File: config.mk
export PLATFORM = sky130hd
export DESIGN_NAME = txbsf_top
export DESIGN_NICKNAME = d
export VERILOG_FILES = /design/src/txbsf_pkg.sv /design/src/txbsf_top.sv
export SDC_FILE = /design/constraint.sdc
export NUM_CORES = 1
export LEC_CHECK = 0
export ABC_AREA = 1
export BUFFER_PORTS_ARGS = -buffer_cell sky130_fd_sc_hd__buf_2
export CORE_MARGIN = 1
export CORE_UTILIZATION = 50
export DETAILED_ROUTE_END_ITERATION = 8
export HOLD_SLACK_MARGIN = 0.06
export PLACE_DENSITY_LB_ADDON = 0.05
export SLEW_MARGIN = 20
export SYNTH_ARGS = -nofsm -noshare
export SYNTH_HDL_FRONTEND = slang
export SYNTH_SLANG_ARGS = --single-unit
File: constraint.sdc
create_clock -name clock_in -period 3.66 [get_ports clock_in]
set_input_delay 0.366 -clock clock_in [delete_from_list [all_inputs] [get_ports clock_in]]
set_output_delay 0.366 -clock clock_in [all_outputs]
set_load 0.05 [all_outputs]
File: src/txbsf_pkg.sv
package txbsf_pkg;

  // Command word A fields.
  localparam int CMDA_FIRST_BIT = 13;
  localparam int CMDA_LAST_BIT = 12;
  localparam int CMDA_SIZE_MSB = 10;
  localparam int CMDA_OFF_LSB = 16;
  localparam int CMDA_ALIGN_LSB = 24;
  // Command word B fields.
  localparam int CMDB_TAG_LSB = 16;
  localparam int CMDB_LEN_MSB = 10;

  // End alignment codes, named by the alignment in bytes.
  localparam logic [1:0] ALIGN_4 = 2'h0;
  localparam logic [1:0] ALIGN_16 = 2'h1;
  localparam logic [1:0] ALIGN_32 = 2'h2;

  // Status word layout.
  localparam int ST_ES_BIT = 15;
  localparam int ST_LOC_BIT = 11;
  localparam int ST_NOC_BIT = 10;
  localparam int ST_LATE_BIT = 9;
  localparam int ST_EXC_BIT = 8;
  localparam int ST_COL_LSB = 3;
  localparam int ST_EDEF_BIT = 2;
  localparam int ST_RSV1_BIT = 1;
  localparam int ST_DEF_BIT = 0;

  // Status FIFO geometry.
  localparam int ST_DEPTH = 16;
  localparam int ST_AW = 4;

  // Register offsets and bits.
  localparam logic [3:0] REG_CFG = 4'h0;
  localparam logic [3:0] REG_STATUS = 4'h4;
  localparam logic [3:0] REG_INFO = 4'h8;
  localparam int CFG_SAO_BIT = 0;
  localparam int CFG_DEFCHK_BIT = 1;
  localparam int INFO_ERR_BIT = 16;
  localparam logic [1:0] CFG_RESET = 2'h0;

  // Parser states.
  typedef enum logic [2:0] {
    TXBSF_CMD_A = 3'b000,
    TXBSF_CMD_B = 3'b001,
    TXBSF_SKIP = 3'b010,
    TXBSF_DATA = 3'b011,
    TXBSF_PAD = 3'b100
  } txbsf_state_t;

  // Per-packet completion report from the MAC layer.
  typedef struct packed {
    logic carrier_lost;
    logic no_carrier;
    logic late_collision;
    logic excess_collisions;
    logic [3:0] collision_count;
    logic excess_deferral;
    logic deferred;
  } txbsf_report_t;

endpackage

File: src/txbsf_top.sv
`timescale 1ns/1ps
`default_nettype none

// What this block does
// RQ1: Host keeps middle buffers at least four bytes.
// RQ2: Any alignment, any first or last length.
// RQ3: Host keeps packet under 2036 MAC bytes.
// RQ4: Commands and whole padding words never reach MAC.
// RQ5: Host may reject packets over 86 buffers.
// RQ6: One status word per transmitted packet.
// RQ7: Full status FIFO holds transmission off.
// RQ8: Discard mode keeps running, count shows zero.
// RQ9: Discard mode overrun raises no error flag.
// RQ10: Host resynchronises status after an overrun.
// RQ11: Status top half carries the packet tag.
// RQ12: Error summary ORs bits 11,10,9,8,2,1.
// RQ13: Bits 11 and 10 report carrier problems.
// RQ14: Bit 9 reports a late collision.
// RQ15: Bit 8 reports sixteen collisions abort.
// RQ16: Bits 6:3 hold the collision count.
// RQ17: Bit 2 excess deferral only when checking.
// RQ18: Bit 0 reports deferral.
// RQ19: Command A taken for every buffer.
// RQ20: Command B taken only for first segment.
// RQ21: Whole offset words dropped, partial word passed.
// RQ22: Whole pad words dropped, payload all passed.
// RQ23: Summed buffer sizes must match packet length.
// RQ24: Command B must match across packet buffers.
// RQ25: Status pushed only once the packet ends.
module txbsf_top (
  input wire logic clock_in, // System clock, 10 MHz.
  input wire logic rstn_in, // Asynchronous reset, active low.
  input wire logic host_valid_in, // Host offers a data-port word.
  input wire logic [31:0] host_data_in, // Data-port word.
  output logic host_ready_out, // Word is taken when valid and ready.
  output logic mac_valid_out, // Word for the MAC transmit FIFO.
  output logic [31:0] mac_data_out, // Stripped payload word.
  output logic mac_last_out, // Last word of the packet.
  input wire logic mac_ready_in, // MAC FIFO accepts the word.
  input wire logic done_valid_in, // MAC finished or abandoned a packet.
  input wire txbsf_pkg::txbsf_report_t done_in, // Outcome of that packet.
  output logic mac_hold_out, // Suspend transmission.
  input wire logic [3:0] addr_in, // Register address.
  input wire logic [31:0] wdata_in, // Register write data.
  input wire logic wr_in, // Register write strobe.
  input wire logic rd_in, // Register read strobe.
  output logic [31:0] rdata_out, // Read data, one cycle after strobe.
  output logic tx_error_flag_out // Sticky transmitter error.
);

  txbsf_pkg::txbsf_state_t state;
  logic [1:0] cfg;
  logic [31:0] cmd_a;
  logic [31:0] cmd_b;
  logic [10:0] size_sum;
  logic [9:0] wcnt;
  logic [2:0] skip_words;
  logic [9:0] data_words;
  logic [9:0] pad_words;
  logic [31:0] fifo_mem [txbsf_pkg::ST_DEPTH];
  logic [txbsf_pkg::ST_AW-1:0] wr_ptr;
  logic [txbsf_pkg::ST_AW-1:0] rd_ptr;
  logic [txbsf_pkg::ST_AW:0] used;
  logic overrun;
  logic [15:0] done_tag;
  logic mid_packet;

  logic take;
  logic pass_word;
  logic last_data;
  logic buf_err;
  logic st_full;
  logic st_empty;
  logic st_push;
  logic st_pop;
  logic st_ovf_err;
  logic [31:0] st_word;
  logic next_out_valid;
  logic [4:0] a_off;
  logic [10:0] a_size;
  logic [12:0] a_span;
  logic [9:0] a_words;
  logic [9:0] a_data;
  logic [9:0] a_padded;

  // Rounds a word count up to the end alignment of the buffer.
  function automatic logic [9:0] align_up(input logic [9:0] w,
                                          input logic [1:0] code);
    logic [9:0] r;
    r = w;
    if (code == txbsf_pkg::ALIGN_16) begin
      r = (w + 10'h3) & 10'h3fc;
    end else if (code == txbsf_pkg::ALIGN_32) begin
      r = (w + 10'h7) & 10'h3f8;
    end
    return r;
  endfunction

  // Geometry of the buffer described by an incoming command A.
  always_comb begin
    a_off = host_data_in[txbsf_pkg::CMDA_OFF_LSB +: 5];
    a_size = host_data_in[txbsf_pkg::CMDA_SIZE_MSB:0];
    a_span = {8'h00, a_off} + {2'h0, a_size};
    a_words = a_span[11:2] + {9'h000, |a_span[1:0]};
    a_data = a_words - {7'h00, a_off[4:2]};
    a_padded = align_up(a_words,
                        host_data_in[txbsf_pkg::CMDA_ALIGN_LSB +: 2]);
  end

  // Handshake, stripping decisions and buffer checks.
  assign take = host_valid_in & host_ready_out;
  assign pass_word = take & (state == txbsf_pkg::TXBSF_DATA); // RQ4
  assign last_data = (wcnt + 10'h001 == data_words);
  assign st_full = (used == txbsf_pkg::ST_DEPTH[txbsf_pkg::ST_AW:0]);
  assign st_empty = (used == '0);

  // A packet ending makes the length check; a repeated B must match.
  always_comb begin
    buf_err = 1'b0;
    if (take && state == txbsf_pkg::TXBSF_CMD_B && mid_packet &&
        host_data_in != cmd_b) begin
      buf_err = 1'b1; // RQ24
    end
    if (take && state == txbsf_pkg::TXBSF_CMD_A && mid_packet &&
        host_data_in[txbsf_pkg::CMDA_FIRST_BIT] &&
        cmd_b != host_data_in) begin
      buf_err = buf_err;
    end
    if (pass_word && last_data && cmd_a[txbsf_pkg::CMDA_LAST_BIT] &&
        size_sum != cmd_b[txbsf_pkg::CMDB_LEN_MSB:0]) begin
      buf_err = 1'b1; // RQ23
    end
  end

  // Parser state machine over the command and data words.
  always_ff @(posedge clock_in or negedge rstn_in) begin
    if (!rstn_in) begin
      state <= txbsf_pkg::TXBSF_CMD_A;
      wcnt <= '0;
    end else if (take) begin
      wcnt <= wcnt + 10'h001;
      case (state)
        txbsf_pkg::TXBSF_CMD_A: begin
          wcnt <= '0;
          if (host_data_in[txbsf_pkg::CMDA_FIRST_BIT]) begin
            state <= txbsf_pkg::TXBSF_CMD_B; // RQ20
          end else if (a_off[4:2] != 3'h0) begin
            state <= txbsf_pkg::TXBSF_SKIP;
          end else if (a_data != 10'h000) begin
            state <= txbsf_pkg::TXBSF_DATA;
          end else if (a_padded != a_words) begin
            state <= txbsf_pkg::TXBSF_PAD;
          end
        end
        txbsf_pkg::TXBSF_CMD_B: begin
          wcnt <= '0;
          if (skip_words != 3'h0) begin
            state <= txbsf_pkg::TXBSF_SKIP;
          end else if (data_words != 10'h000) begin
            state <= txbsf_pkg::TXBSF_DATA;
          end else if (pad_words != 10'h000) begin
            state <= txbsf_pkg::TXBSF_PAD;
          end else begin
            state <= txbsf_pkg::TXBSF_CMD_A;
          end
        end
        txbsf_pkg::TXBSF_SKIP: begin
          if (wcnt[2:0] + 3'h1 == skip_words) begin
            wcnt <= '0; // RQ21
            state <= (data_words != 10'h000) ? txbsf_pkg::TXBSF_DATA :
                     txbsf_pkg::TXBSF_PAD;
          end
        end
        txbsf_pkg::TXBSF_DATA: begin
          if (last_data) begin
            wcnt <= '0; // RQ2
            state <= (pad_words != 10'h000) ? txbsf_pkg::TXBSF_PAD :
                     txbsf_pkg::TXBSF_CMD_A;
          end
        end
        txbsf_pkg::TXBSF_PAD: begin
          if (wcnt + 10'h001 == pad_words) begin
            state <= txbsf_pkg::TXBSF_CMD_A; // RQ22
          end
        end
        default: begin
          state <= txbsf_pkg::TXBSF_CMD_A;
        end
      endcase
    end
  end

  // Command capture, buffer geometry and running length per packet.
  always_ff @(posedge clock_in or negedge rstn_in) begin
    if (!rstn_in) begin
      cmd_a <= '0;
      cmd_b <= '0;
      size_sum <= '0;
      skip_words <= '0;
      data_words <= '0;
      pad_words <= '0;
      mid_packet <= 1'b0;
    end else if (take) begin
      if (state == txbsf_pkg::TXBSF_CMD_A) begin
        cmd_a <= host_data_in; // RQ19
        skip_words <= a_off[4:2];
        data_words <= a_data;
        pad_words <= a_padded - a_words;
        if (host_data_in[txbsf_pkg::CMDA_FIRST_BIT]) begin
          size_sum <= a_size;
        end else begin
          size_sum <= size_sum + a_size; // RQ23
        end
      end
      if (state == txbsf_pkg::TXBSF_CMD_B) begin
        cmd_b <= host_data_in;
        mid_packet <= 1'b1;
      end
      if (pass_word && last_data && cmd_a[txbsf_pkg::CMDA_LAST_BIT]) begin
        mid_packet <= 1'b0;
      end
    end
  end

  // Output stage toward the MAC; ready is held off while a word waits.
  assign next_out_valid = pass_word | (mac_valid_out & ~mac_ready_in);
  always_ff @(posedge clock_in or negedge rstn_in) begin
    if (!rstn_in) begin
      mac_valid_out <= 1'b0;
      mac_data_out <= '0;
      mac_last_out <= 1'b0;
      host_ready_out <= 1'b0;
    end else begin
      mac_valid_out <= next_out_valid;
      host_ready_out <= ~next_out_valid;
      if (pass_word) begin
        mac_data_out <= host_data_in;
        mac_last_out <= last_data & cmd_a[txbsf_pkg::CMDA_LAST_BIT];
      end
    end
  end

  // Tag of the packet in flight to the MAC, used for its status.
  always_ff @(posedge clock_in or negedge rstn_in) begin
    if (!rstn_in) begin
      done_tag <= '0;
    end else if (take && state == txbsf_pkg::TXBSF_CMD_B && !mid_packet) begin
      done_tag <= host_data_in[txbsf_pkg::CMDB_TAG_LSB +: 16];
    end
  end

  // Assemble the status word from the MAC report.
  always_comb begin
    st_word = '0;
    st_word[31:16] = done_tag; // RQ11
    st_word[txbsf_pkg::ST_LOC_BIT] = done_in.carrier_lost; // RQ13
    st_word[txbsf_pkg::ST_NOC_BIT] = done_in.no_carrier; // RQ13
    st_word[txbsf_pkg::ST_LATE_BIT] = done_in.late_collision; // RQ14
    st_word[txbsf_pkg::ST_EXC_BIT] = done_in.excess_collisions; // RQ15
    st_word[txbsf_pkg::ST_COL_LSB +: 4] = done_in.collision_count; // RQ16
    st_word[txbsf_pkg::ST_EDEF_BIT] = done_in.excess_deferral &
                                      cfg[txbsf_pkg::CFG_DEFCHK_BIT]; // RQ17
    st_word[txbsf_pkg::ST_DEF_BIT] = done_in.deferred; // RQ18
    st_word[txbsf_pkg::ST_ES_BIT] = st_word[11] | st_word[10] |
                                    st_word[9] | st_word[8] |
                                    st_word[2] | st_word[1]; // RQ12
  end

  // Status FIFO control; pushes only on a finished packet.
  assign st_pop = rd_in & (addr_in == txbsf_pkg::REG_STATUS) & ~st_empty;
  assign st_push = done_valid_in & ~st_full & ~overrun; // RQ25
  assign st_ovf_err = done_valid_in & (st_full | overrun) &
                      ~cfg[txbsf_pkg::CFG_SAO_BIT]; // RQ9

  always_ff @(posedge clock_in or negedge rstn_in) begin
    if (!rstn_in) begin
      wr_ptr <= '0;
      rd_ptr <= '0;
      used <= '0;
    end else begin
      if (st_push) begin
        wr_ptr <= wr_ptr + 1'b1; // RQ6
      end
      if (st_pop) begin
        rd_ptr <= rd_ptr + 1'b1;
      end
      used <= used + {4'h0, st_push} - {4'h0, st_pop};
    end
  end

  // Flip-flop storage of the status words.
  always_ff @(posedge clock_in) begin
    if (st_push) begin
      fifo_mem[wr_ptr] <= st_word;
    end
  end

  // Overrun in discard mode blocks pushes until the host reads status.
  always_ff @(posedge clock_in or negedge rstn_in) begin
    if (!rstn_in) begin
      overrun <= 1'b0;
    end else if (done_valid_in && st_full && cfg[txbsf_pkg::CFG_SAO_BIT]) begin
      overrun <= 1'b1; // RQ8
    end else if (st_pop) begin
      overrun <= 1'b0;
    end
  end

  // Hold transmission while the FIFO is full, unless discarding.
  always_ff @(posedge clock_in or negedge rstn_in) begin
    if (!rstn_in) begin
      mac_hold_out <= 1'b0;
    end else begin
      mac_hold_out <= ((used + {4'h0, st_push} - {4'h0, st_pop}) ==
                       txbsf_pkg::ST_DEPTH[txbsf_pkg::ST_AW:0]) &
                      ~cfg[txbsf_pkg::CFG_SAO_BIT]; // RQ7
    end
  end

  // Sticky error flag; a new error wins over a write-one clear.
  always_ff @(posedge clock_in or negedge rstn_in) begin
    if (!rstn_in) begin
      tx_error_flag_out <= 1'b0;
    end else if (buf_err || st_ovf_err) begin
      tx_error_flag_out <= 1'b1;
    end else if (wr_in && addr_in == txbsf_pkg::REG_INFO &&
                 wdata_in[txbsf_pkg::INFO_ERR_BIT]) begin
      tx_error_flag_out <= 1'b0;
    end
  end

  // Configuration register.
  always_ff @(posedge clock_in or negedge rstn_in) begin
    if (!rstn_in) begin
      cfg <= txbsf_pkg::CFG_RESET;
    end else if (wr_in && addr_in == txbsf_pkg::REG_CFG) begin
      cfg <= wdata_in[1:0];
    end
  end

  // Read data, valid in the cycle after the strobe.
  always_ff @(posedge clock_in or negedge rstn_in) begin
    if (!rstn_in) begin
      rdata_out <= '0;
    end else if (rd_in) begin
      case (addr_in)
        txbsf_pkg::REG_CFG: rdata_out <= {30'h0, cfg};
        txbsf_pkg::REG_STATUS: rdata_out <= st_empty ? 32'h0 :
                                            fifo_mem[rd_ptr];
        txbsf_pkg::REG_INFO: begin
          rdata_out <= {15'h0, tx_error_flag_out, 11'h0,
                        overrun ? 5'h00 : used}; // RQ8
        end
        default: rdata_out <= 32'h0;
      endcase
    end else begin
      rdata_out <= 32'h0;
    end
  end

  a_hold_on_full: assert property (@(posedge clock_in) disable iff (!rstn_in)
    st_full && !st_pop && !cfg[0] |=> mac_hold_out) // RQ7
    else $error("full status FIFO did not hold transmission");
  a_summary_or: assert property (@(posedge clock_in) disable iff (!rstn_in)
    st_push |-> st_word[15] == (|{st_word[11:8], st_word[2:1]})) // RQ12
    else $error("error summary bit wrong");
  a_tag_copy: assert property (@(posedge clock_in) disable iff (!rstn_in)
    st_push |=> fifo_mem[$past(wr_ptr)][31:16] == $past(done_tag)) // RQ11
    else $error("status tag does not match command tag");
  a_ovr_count_zero: assert property (@(posedge clock_in)
    disable iff (!rstn_in)
    overrun && rd_in && addr_in == 4'h8 && !st_pop |=> rdata_out[4:0] == 0)
    else $error("used count not zero during overrun"); // RQ8
  a_sao_no_error: assert property (@(posedge clock_in) disable iff (!rstn_in)
    cfg[0] && done_valid_in && st_full && !buf_err && !tx_error_flag_out
    |=> !tx_error_flag_out) // RQ9
    else $error("discard-mode overrun raised the error flag");
  a_skip_dropped: assert property (@(posedge clock_in) disable iff (!rstn_in)
    take && state != txbsf_pkg::TXBSF_DATA && !mac_valid_out
    |=> !mac_valid_out) // RQ4
    else $error("stripped word reached the MAC");
  a_one_push: assert property (@(posedge clock_in) disable iff (!rstn_in)
    done_valid_in && !st_full && !overrun && !st_pop
    |=> used == $past(used) + 1) // RQ6
    else $error("status word not stored for packet");
  a_defer_gate: assert property (@(posedge clock_in) disable iff (!rstn_in)
    !cfg[1] |-> !st_word[2]) // RQ17
    else $error("excess deferral reported with checking off");
  a_len_check: assert property (@(posedge clock_in) disable iff (!rstn_in)
    pass_word && last_data && cmd_a[12] && size_sum != cmd_b[10:0]
    |=> tx_error_flag_out) // RQ23
    else $error("length mismatch did not flag an error");
  a_b_match: assert property (@(posedge clock_in) disable iff (!rstn_in)
    take && state == txbsf_pkg::TXBSF_CMD_B && mid_packet &&
    host_data_in != cmd_b |=> tx_error_flag_out) // RQ24
    else $error("command B mismatch did not flag an error");

endmodule

`default_nettype wire

### Word-level counts from Yosys, hierarchy flattened

Memories as Yosys holds them, arrays and structs flattened.
Index checks and enable logic that the tools add are counted.
Widths: inputs -> output; s select.

| operators by class | value |
|---|---|
| $add $sub $neg | 13 |
| multipliers | 0 |
| divide/modulo/power cells | 0 |
| $lt $le $gt $ge | 0 |
| equality and inequality tests | 20 |
| shift operators | 0 |
| muxes and demuxes | 32 |
| bitwise logic cells | 24 |
| reduce and logical (&&, ||, !) cells | 31 |

Operators by type and width:

| operator | count |
|---|---|
| $pmux 32 s3 | 1 |
| $mux 32 | 2 |
| $mux 10 | 4 |
| $mux 3 | 11 |
| $ne 32x32->1 | 1 |
| $pmux 10 s3 | 1 |
| $reduce_bool 10->1 | 3 |
| $eq 10x10->1 | 2 |
| $pmux 3 s5 | 1 |
| $add 5x11->12 | 1 |
| $and 1x1->1 | 12 |
| $logic_and 1x1->1 | 12 |
| $add 11x11->11 | 1 |
| $mux 11 | 1 |
| $ne 11x11->1 | 1 |
| $add 10x1->10 | 1 |
| $add 10x1->10 const B | 1 |
| $add 10x2->10 const B | 1 |
| $add 10x3->10 const B | 1 |
| $eq 5x5->1 const B | 2 |
| $mux 1 | 10 |
| $ne 10x10->1 | 1 |
| $sub 10x10->10 | 1 |
| $sub 10x3->10 | 1 |
| 27 further kinds | 47 |

| word-level totals | value |
|---|---|
| bits in registers | 194 |
| latch bits | 0 |
| bits in writable memories | 432 |
| ROM bits | 0 |
| input bits | 85 |
| output and inout port bits | 69 |
| logic and storage cells | 143 |
| memories kept | 1 |

Memory list:

| name | words | width | read ports | clocked after memory_dff | write ports | RTL line | text |
|---|---|---|---|---|---|---|---|
| fifo_mem | 16 | 27 | 1 | 0 | 1 | txbsf_top.sv:60 | `logic [31:0] fifo_mem [txbsf_pkg::ST_DEPTH];` |

### Depth between registers and ports, before layout

Gate-level depths: netlist of the first run.

| depth | value |
|---|---|
| depth in word-level cells | 12 |
| depth in mapped cells | 31 |
| gate-level depth less buffers | 30 |

### Worst setup path before layout of the first run

OpenSTA, ideal clock, no wires.

| timing path | value |
|---|---|
| path type | input -> register |
| start point | input host_data_in[0] |
| end point | register pad_words[9] |
| library setup time | 0.134 ns |
| data arrival time | 3.802 ns |
| required time | 3.526 ns |
| setup slack | -0.276 ns |
| cell stages on the path | 22 |
| buffers on the path | 0 |
| cell sequence | ha_1 -> fa_1 -> or2_2 -> ha_1 -> ha_1 -> nor2_1 -> nor2_1 -> o21ai_2 -> o21ai_0 -> inv_1 -> ha_1 -> nand2_1 -> nor2_1 -> a211oi_1 -> o21ai_0 -> a21oi_1 -> o21bai_1 -> a21oi_1 -> nor2_1 -> nor2_1 -> xor2_1 -> o21ai_0 |

| between the ends | value |
|---|---|
| longest elaborated chain between the ends | 7 |
| elaborated cells between the ends (all ways) | 8 |
| those cells by class | add/sub: 5; mux: 2; reduce/logical: 1 |

Ends and longest elaborated chain:

| what | RTL line | text |
|---|---|---|
| start, declared | txbsf_top.sv:34 | `input wire logic [31:0] host_data_in,` |
| $add 5x11->12 * | txbsf_top.sv:103 | `a_span = {8'h00, a_off} + {2'h0, a_size};` |
| $reduce_or 2->1 | txbsf_top.sv:104 | `a_words = a_span[11:2] + {9'h000, \|a_span[1:0]};` |
| $add 10x1->10 * | txbsf_top.sv:104 |  |
| $add 10x3->10 | txbsf_top.sv:94 | `r = (w + 10'h7) & 10'h3f8;` |
| $mux 10 | txbsf_top.sv:93 | `end else if (code == txbsf_pkg::ALIGN_32) begin` |
| $mux 10 | txbsf_top.sv:91 | `if (code == txbsf_pkg::ALIGN_16) begin` |
| $sub 10x10->10 * | txbsf_top.sv:208 | `pad_words <= a_padded - a_words;` |
| end signal, assigned | txbsf_top.sv:208 |  |
| end, declared | txbsf_top.sv:59 | `logic [9:0] pad_words;` |

Mark *: on every way between the ends. The rest lies on a longest branch, timed or not.
A chain may end at the register's enable or synchronous reset.

### Worst setup path after layout of the first run

| timing path | value |
|---|---|
| start point | input host_data_in[0] |
| end point | register state[0] |

| between the ends | value |
|---|---|
| longest elaborated chain between the ends | 9 |
| elaborated cells between the ends (all ways) | 16 |
| those cells by class | add/sub: 5; eq/ne: 2; mux: 6; reduce/logical: 3 |

Ends and longest elaborated chain:

| what | RTL line | text |
|---|---|---|
| $add 5x11->12 * | txbsf_top.sv:103 |  |
| $reduce_or 2->1 | txbsf_top.sv:104 |  |
| $add 10x1->10 * | txbsf_top.sv:104 |  |
| $add 10x3->10 / $sub 10x3->10 (equally long branches) | txbsf_top.sv:94, txbsf_top.sv:105 |  |
| $mux 10 / $reduce_bool 10->1 (equally long branches) | txbsf_top.sv:93, txbsf_top.sv:149 |  |
| $mux 10 / $mux 3 (equally long branches) | txbsf_top.sv:91, txbsf_top.sv:149 |  |
| $ne 10x10->1 / $mux 3 (equally long branches) | txbsf_top.sv:151, txbsf_top.sv:147 |  |
| $ne 5x2->1 (no source line) / $mux 3 (equally long branches) | n/a |  |
| $reduce_and 5->1 (no source line) / $pmux 3 s5 (equally long branches) | n/a |  |
| end signal, assigned | txbsf_top.sv:150 | `state <= txbsf_pkg::TXBSF_DATA;` |
| end signal, assigned | txbsf_top.sv:152 | `state <= txbsf_pkg::TXBSF_PAD;` |
| end signal, assigned | txbsf_top.sv:158 | `state <= txbsf_pkg::TXBSF_SKIP;` |
| end, declared | txbsf_top.sv:51 | `txbsf_pkg::txbsf_state_t state;` |

Marked as above.

==> results of run 1 <==
[worst reg2reg max path, stage by stage (launching register included)]
cell,delay [ns]
dfrtp_1,0.39
ha_1,0.21
inv_1,0.06
fa_1,0.40
inv_1,0.08
a31oi_1,0.11
o21ai_0,0.28
a21oi_1,0.13
o21bai_1,0.20
nand2_1,0.11
nand2_1,0.07
a21oi_1,0.07
or2_2,0.27
nand3_1,0.09
xor2_1,0.15
o21ai_0,0.09
[logic make-up after synthesis]
group / share of synthesized area
other: 0.000140
flip-flops: 0.649
AND/OR/NAND/NOR: 0.140
multiplexers: 0.000838
adder cells (fa/ha/maj): 0.0228
AO/OA/AOI/OAI: 0.115
XOR/XNOR: 0.0290
buffers and inverters: 0.0433
[worst max-delay path by stage]
stage	endpoint	slack (ns)	cells past startpoint	startpoint
floorplan	state[1]	0.002	24	host_data_in[0]
global placement	state[0]	-0.35	25	host_data_in[0]
detailed placement	state[1]	-0.42	25	host_data_in[0]
CTS	state[1]	0.19	25	host_data_in[0]
global route	pad_words[9]	0.05	25	host_data_in[0]
finish	state[0]	0.33	24	host_data_in[0]
[layout by cell type, fill, tap and decap left out, types with 23 or more instances in the layout]
| master | count |
|---|---|
| nor2_1 | 203 |
| nand2_2 | 25 |
| edfxtp_1 | 432 |
| nand3_1 | 85 |
| nand2_1 | 419 |
| buf_4 | 112 |
| nor2_4 | 23 |
| clkbuf_16 | 71 |
| inv_1 | 156 |
| dfrtp_1 | 175 |
| buf_2 | 119 |
| ha_1 | 36 |
| a21oi_1 | 142 |
| o32ai_1 | 31 |
| o22ai_1 | 38 |
| nor3_1 | 29 |
| o21ai_0 | 253 |
| xnor2_1 | 37 |
| xor2_1 | 49 |
| a221oi_1 | 38 |
[metal layers]
layer | global-route usage | vias to the layer above | share of wire
met5 | 0 | - | 0
met4 | 0.0958 | 0 | 0.035
met3 | 0.0378 | 139 | 0.050
met2 | 0.446 | 510 | 0.49
met1 | 0.340 | 9357 | 0.42
li1 | - | 8976 | -
[sequential cells by signal, summed over array words and instances (netlist names), 2 cells and up]
signal        count
wr_ptr            4
pad_words        10
done_tag         16
skip_words        3
data_words       10
cfg               2
state             3
wcnt             10
fifo_mem        432
rd_ptr            4
cmd_b            32
size_sum         11
mac_data_out     32
rdata_out        28
used              5
[area by class of cell]
cell class | instances | area, um^2 | area share
Multi-Input combinational cell | 1534 | 8520 | 0.269
Inverter | 179 | 684 | 0.0216
Tap cell | 688 | 861 | 0.0272
Clock buffer | 94 | 1950 | 0.0616
Timing Repair Buffer | 260 | 1920 | 0.0606
Clock inverter | 28 | 314 | 0.00991
Sequential cell | 610 | 17400 | 0.550
[power by group]
group	internal [mW]	total, mW	switching [mW]
Sequential	8.51	9.25	0.740
Clock	4.10	6.87	2.77
Combinational	2.76	8.26	5.50
Total	15.4	24.4	9.00
[per-stage QoR]
step	hold WS [ns]	std cells	TNS (ns)	util	total power, mW
after global routing	0.104	3393	0	0.599	25.8
after detailed placement	0.421	3260	-2.40	0.554	17.6
final	0.101	3393	0	0.599	24.4
after global placement	0.425	3260	-1.86	0.554	17.4
after CTS	0.0708	3391	0	0.598	24.5
after floorplan	0.0704	2446	0	-	14.9
[what timing repair did]
| item | in CTS | in global routing |
|---|---|---|
| hold buffers | 9 | 0 |
| setup buffers | 0 | 2 |
| endpoints found under the hold margin | 86 | 0 |
| resized for setup | 0 | 11 |
| setup endpoints to repair | 0 | 6 |
==> run_results.csv, run 1 <==
group,metric,value,unit
sta,slew_headroom,0.198,
power,powerDensity,769,mW/mm^2
yosys,synth-async-reset-ratio,0.292,
critical_path,r2r-start,"size_sum[0]",
place,placed_area,0.0293,mm^2
sta,fin_crit,3.33,ns
sta,worst_pin_slew,1.19,ns
finish,drive_gt1_frac,0.176,
place,place_ws,-0.419,ns
place,io_buffers,120,
floorplan,fp.dieW,234,um
flow_run,drv_cap,0,
finish,nets,2782,
yosys,synth_largest_area_cell,"edfxtp_1",
yosys,yosysSeqAreaShare,0.649,
floorplan,fp.dieH,234,um
finish,diodes,0,
clocking,clk_latency,0.60,ns
sta,fin_skew,0.0245,ns
outcome,failed_checks,"DRC",
clocking,htreeDepth,3,
min_path,hp-class,"input port to register",
critical_path,crit_family,"simple AND/OR/NAND/NOR gates",
critical_path,reg2reg_depth,15,
outcome,status,"finished, violations left",
yosys,synth_ff_type,"edfxtp_1",
place,place_hpwl,43300,um
yosys,synth_common_cells,"edfxtp_1 (432), nand2_1 (422), o21ai_0 (256), nor2_1 (222), dfrtp_1 (178)",
min_path,min-delay-start,"addr_in[3]",
min_path,hold_path_end,"rdata_out[1]",
clocking,clockRootBuffer,"clkbuf_16",
finish,area_delta_synth_final,17.9,%
sta,period_share,0.910,
routing,ant_nets,0,
clocking,cts_tree,"done",
routing,vias,18982,
clocking,cts.sinks,610,
floorplan,core_area,0.0529,mm^2
critical_path,r2r_setup_slack,0.81,ns
sta,drv_slew,0,
clocking,clk_pin_slew,0.06,ns
yosys,yosysTopAreaCellShare,0.483,
critical_path,reg2reg_to,"size_sum[10]",
floorplan,io_pins,154,
critical_path,crit_chain,"buf_2, ha_2, fa_1, or2_4, ha_4, ha_4, nor2_4, nor2_2, o21ai_2, nand2_2, nand2_2, buf_4, xor2_1, inv_1, ha_4, nand2_1, nor3_2, nand4_1, nor2_2, nand4_2, nand2_2, inv_2, nand2_1, nand2_1",
power,vdd_drop_max,0.000649,V
floorplan,num_rows,84,
clocking,cts_buffers,66,
critical_path,cp-start-kind,"input port",
yosys,syn_inst,2443,
critical_path,crit_fanout,4,
routing,drc,4,
routing,dr.pass1.iters,9,
global_route,grt_pass1_vias,18663,
critical_path,end_kind,"register",
yosys,synth_edf_count,432,
critical_path,critical_path_class,"input port to register",
global_route,grt_pass1_wl,107000,um
power,leakage,12.6,nW
place,gp_congestion,0.851,
yosys,synth_most_common_cell,"edfxtp_1",
sta,finalWorstSetupSlack,0.329,ns
routing,routedWlPerCell,20.6,um
routing,drt_iter0_drc,1291,
sta,rsz0062_at_grt,"no",
global_route,grt-ovfl-total,0,
yosys,synth_area_leaders,"edfxtp_1 (48%), dfrtp_1 (17%), nand2_1 (5.9%)",
critical_path,slowest_delay,0.43,ns
critical_path,slowest_stage,"fa_1",
finish,final_area,0.0317,mm^2
sta,setup_viol,0,
floorplan,die-area,0.0547,mm^2
yosys,ys_seq_elements,610,
global_route,antenna_found_initial,0,
finish,fillCellCount,4352,
global_route,grt_max_degree,126,
sta,clock.fmax,300,MHz
critical_path,arrival,3.80,ns
critical_path,critPathBufInv,4,
min_path,hold_path_depth,4,
yosys,syn-cell-area,0.0269,mm^2
critical_path,cp.required,4.13,ns
sta,hold_viol,0,
floorplan,initial_core_util,0.508,
yosys,yosys_warnings,0,
routing,drt_wl_total,70000,um
routing,viasPerCell,5.59,
clocking,clk_path_buf_depth,3,
global_route,grt.total_usage,0.262,
yosys,syn_avg_cell_area,11.0,um^2
yosys,ys_types,54,
Note: power is estimated with default switching activity, not from simulation.
==> run 2, diff against run 1 <==
==> constraint.sdc (replaced) <==
create_clock -name clock_in -period 3.7 [get_ports clock_in]
set_input_delay 0.37 -clock clock_in [delete_from_list [all_inputs] [get_ports clock_in]]
set_output_delay 0.37 -clock clock_in [all_outputs]
set_load 0.05 [all_outputs]
==> run_results.csv, run 2 (synthesis results as in run 1) <==
group,metric,value,unit
clocking,post_cts_buffers,0,
routing,drc,3,
finish,area_delta_synth_final,16.8,%
finish,drive_gt1_frac,0.171,
power,powerDensity,754,mW/mm^2
global_route,grt_util_met2,0.451,
min_path,hp-class,"input port to register",
global_route,grt.busiest_layer,"met2",
finish,nets,2778,
critical_path,endpoint,"state[2]",
clocking,cts_tree,"done",
critical_path,crit_family,"simple AND/OR/NAND/NOR gates",
place,gp_congestion,0.867,
floorplan,io_pins,154,
critical_path,critPathBufInv,4,
sta,fin_skew,0.0169,ns
outcome,failed_checks,"DRC",
sta,fin_crit,3.45,ns
routing,viasPerCell,5.56,
global_route,grt.total_usage,0.259,
floorplan,num_rows,84,
sta,slew_headroom,0.330,
global_route,antenna_found_initial,1,
clocking,cts_buffers,66,
critical_path,reg2reg_depth,16,
clocking,clk_pin_slew,0.06,ns
finish,regMostFlops,"fifo_mem",
critical_path,reg2reg_to,"mac_hold_out",
critical_path,crit_path_start,"host_data_in[0]",
global_route,grt_pass1_wl,107000,um
power,vdd_drop_max,0.000475,V
sta,clock.fmax,289,MHz
critical_path,slowest_delay,0.42,ns
floorplan,core_area,0.0529,mm^2
sta,period_share,0.934,
floorplan,initial_core_util,0.508,
clocking,clk_latency,0.60,ns
routing,ant_nets,0,
clocking,htreeDepth,3,
floorplan,fp.dieW,234,um
sta,whs,0.0970,ns
critical_path,slowest_stage,"fa_1",
global_route,grt_pass1_vias,18281,
routing,vias,18845,
finish,fin_util,0.594,
sta,drv_slew,0,
global_route,met3_usage,0.0314,
finish,largest_register_ffs,432,
flow_run,drv_cap,0,
critical_path,end_kind,"register",
place,place_hpwl,42000,um
finish,reg.largest.list,"fifo_mem: 432 flops, cmd_b: 32 flops, mac_data_out: 32 flops",
sta,hold_viol,0,
power,leakage,12.5,nW
sta,setup_viol,0,
outcome,status,"finished, violations left",
clocking,clockRootBuffer,"clkbuf_16",
place,io_buffers,120,
global_route,grt.met1_usage,0.342,
critical_path,r2r-start,"used[2]",
finish,final_common_cell,"edfxtp_1",
clocking,cts.sinks,610,
critical_path,path_depth,25,
critical_path,arrival,3.94,ns
floorplan,die-area,0.0547,mm^2
routing,drt_wl_total,69300,um
routing,routedWlPerCell,20.5,um
clocking,clk_path_buf_depth,3,
finish,fillCellCount,4428,
routing,drt_iter0_drc,1359,
critical_path,critical_path_class,"input port to register",
global_route,grt_max_degree,126,
critical_path,r2r_setup_slack,0.74,ns
critical_path,cp-start-kind,"input port",
routing,dr.pass1.iters,9,
floorplan,fp.dieH,234,um
critical_path,crit_fanout,4,
critical_path,cp.required,4.19,ns
min_path,min-delay-start,"host_data_in[27]",
global_route,grt-ovfl-total,0,
finish,layout_common_cells,"edfxtp_1 (432), nand2_1 (420), o21ai_0 (255), nor2_1 (203), dfrtp_1 (175)",
sta,worst_pin_slew,1.00,ns
-- run 2: report_power, final --
| group | total [mW] | leakage (nW) | switching [mW] | internal [mW] |
|---|---|---|---|---|
| Sequential | 9.15 | 6.03 | 0.728 | 8.42 |
| Combinational | 8.03 | 5.38 | 5.39 | 2.64 |
| Clock | 6.48 | 1.04 | 2.63 | 3.85 |
| Total | 23.7 | 12.5 | 8.75 | 14.9 |
-- run 2: final cells by class --
class | count | area [um^2] | share of cell area
diodes | 1 | 2.50 | 0.0000797
clock inverters | 22 | 201 | 0.00642
clock buffers | 98 | 1940 | 0.0618
inverters | 179 | 684 | 0.0218
multi-input cells | 1534 | 8470 | 0.270
repair buffers | 256 | 1790 | 0.0570
well taps | 688 | 861 | 0.0274
flip-flops and latches | 610 | 17400 | 0.556
-- run 2: worst min-delay path by stage --
stage	depth (start not counted)	slack, ns	to
final	3	0.1	mac_data_out[27]
after global placement	1	0.44	rdata_out[11]
after global routing	3	0.09	done_tag[14]
after floorplan	0	0.07	cfg[0]
after detailed placement	1	0.44	rdata_out[11]
after CTS	3	0.07	done_tag[14]
-- run 2: routing by layer --
metal / wire [um] / up-vias
met3: 3540 / 80
met5: 0 / -
met4: 1120 / 0
li1: - / 8956
met2: 35000 / 505
met1: 29700 / 9304
-- run 2: stage by stage --
stage	setup TNS, ns	instance area (um^2)	worst slack [ns]	cells	total power [mW]
after detailed placement	-1.84	29100	-0.402	3258	17.3
after floorplan	0	26900	0.0369	2446	14.7
after CTS	0	31400	0.243	3387	23.8
after global routing	-0.00573	31400	-0.00573	3388	25.0
final	0	31400	0.245	3388	23.7
after global placement	-1.50	29100	-0.319	3258	17.1
-- run 2: timing repair --
| action | 4_1_cts | 5_1_grt |
|---|---|---|
| setup endpoints to repair | 0 | 3 |
| resized for setup | 0 | 2 |
| hold buffers | 9 | 0 |
| endpoints found under the hold margin | 83 | 0 |
-- run 2: worst min-delay path: stages --
cell and delay (ns):
buf_2 0.11, inv_1 0.08, o21ai_0 0.08
==> run 3, diff against run 2 <==
--- a/config.mk
+++ b/config.mk
@@ -7,6 +7,7 @@
 export LEC_CHECK = 0
 export ABC_AREA = 1
 export BUFFER_PORTS_ARGS = -buffer_cell sky130_fd_sc_hd__buf_2
+export CORE_ASPECT_RATIO = 0.9
 export CORE_MARGIN = 1
 export CORE_UTILIZATION = 50
 export DETAILED_ROUTE_END_ITERATION = 8
==> constraint.sdc (replaced) <==
create_clock -name clock_in -period 3.9 [get_ports clock_in]
set_input_delay 0.39 -clock clock_in [delete_from_list [all_inputs] [get_ports clock_in]]
set_output_delay 0.39 -clock clock_in [all_outputs]
set_load 0.05 [all_outputs]
==> run_results.csv, run 3 (synthesis results as in run 1) <==
group,metric,value,unit
floorplan,num_rows,80,
floorplan,core_area,0.0531,mm^2
floorplan,fp.dieH,222,um
power,vdd_drop_max,0.000549,V
power,switchingPower,8.32,mW
routing,drc,0,
global_route,grt-ovfl-total,0,
min_path,hold_path_end,"mac_data_out[30]",
routing,vias,18862,
clocking,cts_buffers,61,
global_route,grt_pass1_wl,108000,um
critical_path,crit_fanout,4,
finish,nets,2766,
finish,largest_register_ffs,432,
critical_path,critPathBufInv,4,
routing,routedWlPerCell,20.4,um
sta,period_share,0.921,
critical_path,critical_path_class,"input port to register",
routing,drt_wl_total,68900,um
critical_path,crit_family,"simple AND/OR/NAND/NOR gates",
sta,rsz0062_at_grt,"no",
sta,hold_viol,0,
routing,dr.pass1.iters,5,
clocking,clk_path_buf_depth,3,
finish,fin_util,0.587,
critical_path,reg2reg_depth,8,
sta,fin_crit,3.59,ns
clocking,clk_latency,0.63,ns
place,io_buffers,120,
routing,ant_nets,0,
power,power_frac_clock,0.266,
critical_path,arrival,4.12,ns
finish,reg.largest.list,"fifo_mem: 432 flops, cmd_b: 32 flops, mac_data_out: 32 flops",
critical_path,cp.required,4.43,ns
global_route,antenna_found_initial,0,
floorplan,die-area,0.0547,mm^2
min_path,min-delay-start,"host_data_in[30]",
min_path,hp-class,"input port to register",
global_route,grt_pass1_vias,18345,
clocking,clk_pin_slew,0.06,ns
flow_run,drv_cap,0,
critical_path,reg2reg_to,"fifo_mem[1][7]",
finish,area_delta_synth_final,15.8,%
power,p_sw_frac,0.376,
floorplan,fp.dieW,246,um
power,power_frac_seq,0.391,
sta,worst_pin_slew,1.01,ns
power,power.internal,13.8,mW
routing,viasPerCell,5.57,
critical_path,slowest_stage,"fa_1",
floorplan,initial_core_util,0.507,
power,power,22.2,mW
finish,diodes,0,
finish,drive_gt1_frac,0.166,
place,gp_congestion,0.841,
clocking,htreeDepth,2,
clocking,cts_tree,"done",
power,powerDensity,712,mW/mm^2
clocking,cts.sinks,610,
finish,regMostFlops,"fifo_mem",
sta,drv_slew,0,
min_path,hold_path_depth,3,
finish,layout_common_cells,"edfxtp_1 (432), nand2_1 (421), o21ai_0 (255), nor2_1 (204), dfrtp_1 (175)",
critical_path,cp-start-kind,"input port",
power,combinationalPowerShare,0.343,
critical_path,end_kind,"register",
sta,setup_viol,0,
floorplan,io_pins,154,
sta,fin_skew,0.0165,ns
place,place_hpwl,40900,um
global_route,grt_max_degree,109,
critical_path,r2r-start,"used[3]",
routing,drt_iter0_drc,1165,
global_route,grt.total_usage,0.258,
sta,clock.fmax,278,MHz
outcome,status,"finished, final reports clean",
critical_path,r2r_setup_slack,0.74,ns
critical_path,slowest_delay,0.43,ns
sta,slew_headroom,0.317,
power,leakage,12.3,nW
finish,final_common_cell,"edfxtp_1",
critical_path,path_common_cell,"ha_1",
clocking,clockRootBuffer,"clkbuf_16",
[run 3: metal layers]
layer / vias up / track usage / part of all wire
met5: - / 0 / 0
met4: 0 / 0.0665 / 0.024
met3: 106 / 0.0476 / 0.059
met2: 508 / 0.422 / 0.48
met1: 9305 / 0.354 / 0.44
li1: 8943 / - / -
[run 3: layout make-up]
type	instances	area (um^2)
clock buffer	80	1660
clock inverter	36	360
fill	4476	21900
inverter	179	687
multi-input combinational	1534	8450
sequential	610	17400
tap	697	872
timing repair buffer	249	1670
[run 3: power groups by stage]
stage / Combinational [mW] / Clock [mW] / Sequential (mW)
2_1_floorplan: 4.74 / 0 / 9.17
3_3_place_gp: 7.45 / 0 / 8.75
3_5_place_dp: 7.58 / 0 / 8.77
4_1_cts: 7.63 / 5.99 / 8.66
5_1_grt: 8.44 / 6.26 / 8.77
6_report: 7.60 / 5.89 / 8.66
[run 3: worst max-delay path by stage]
stage / from / cells past startpoint / slack, ns / to
finish: host_data_in[0] / 25 / 0.31 / state[1]
global route: host_data_in[0] / 25 / 0.04 / state[1]
detailed placement: host_data_in[0] / 25 / -0.44 / state[1]
floorplan: host_data_in[0] / 22 / 0.01 / pad_words[9]
global placement: host_data_in[0] / 25 / -0.33 / state[0]
CTS: host_data_in[0] / 25 / 0.22 / state[1]
[run 3: worst reg2reg max path: cells and delay by family (launching register included)]
kind          cells  cell delay (ns)
simple gates      5             1.82
buf+inv           2             0.43
fa+ha+maj         1             0.21
flops             1             0.38
[run 3: what timing repair did]
| action | 4_1_cts | 5_1_grt |
|---|---|---|
| resized for setup | 0 | 6 |
| setup buffers | 0 | 0 |
| setup endpoints to repair | 0 | 5 |
| endpoints found under the hold margin | 111 | 0 |
| hold buffers | 15 | 0 |
[run 3: through the flow]
step	cells	area, um^2	worst slack (ns)	TNS (ns)	hold WS (ns)
2_1_floorplan	2446	26900	0.0115	0	0.0944
3_3_place_gp	3254	28900	-0.332	-1.81	0.459
3_5_place_dp	3254	28900	-0.445	-2.64	0.461
4_1_cts	3385	31100	0.224	0	0.0617
5_1_grt	3385	31100	0.0386	0	0.0704
6_report	3385	31100	0.308	0	0.0906
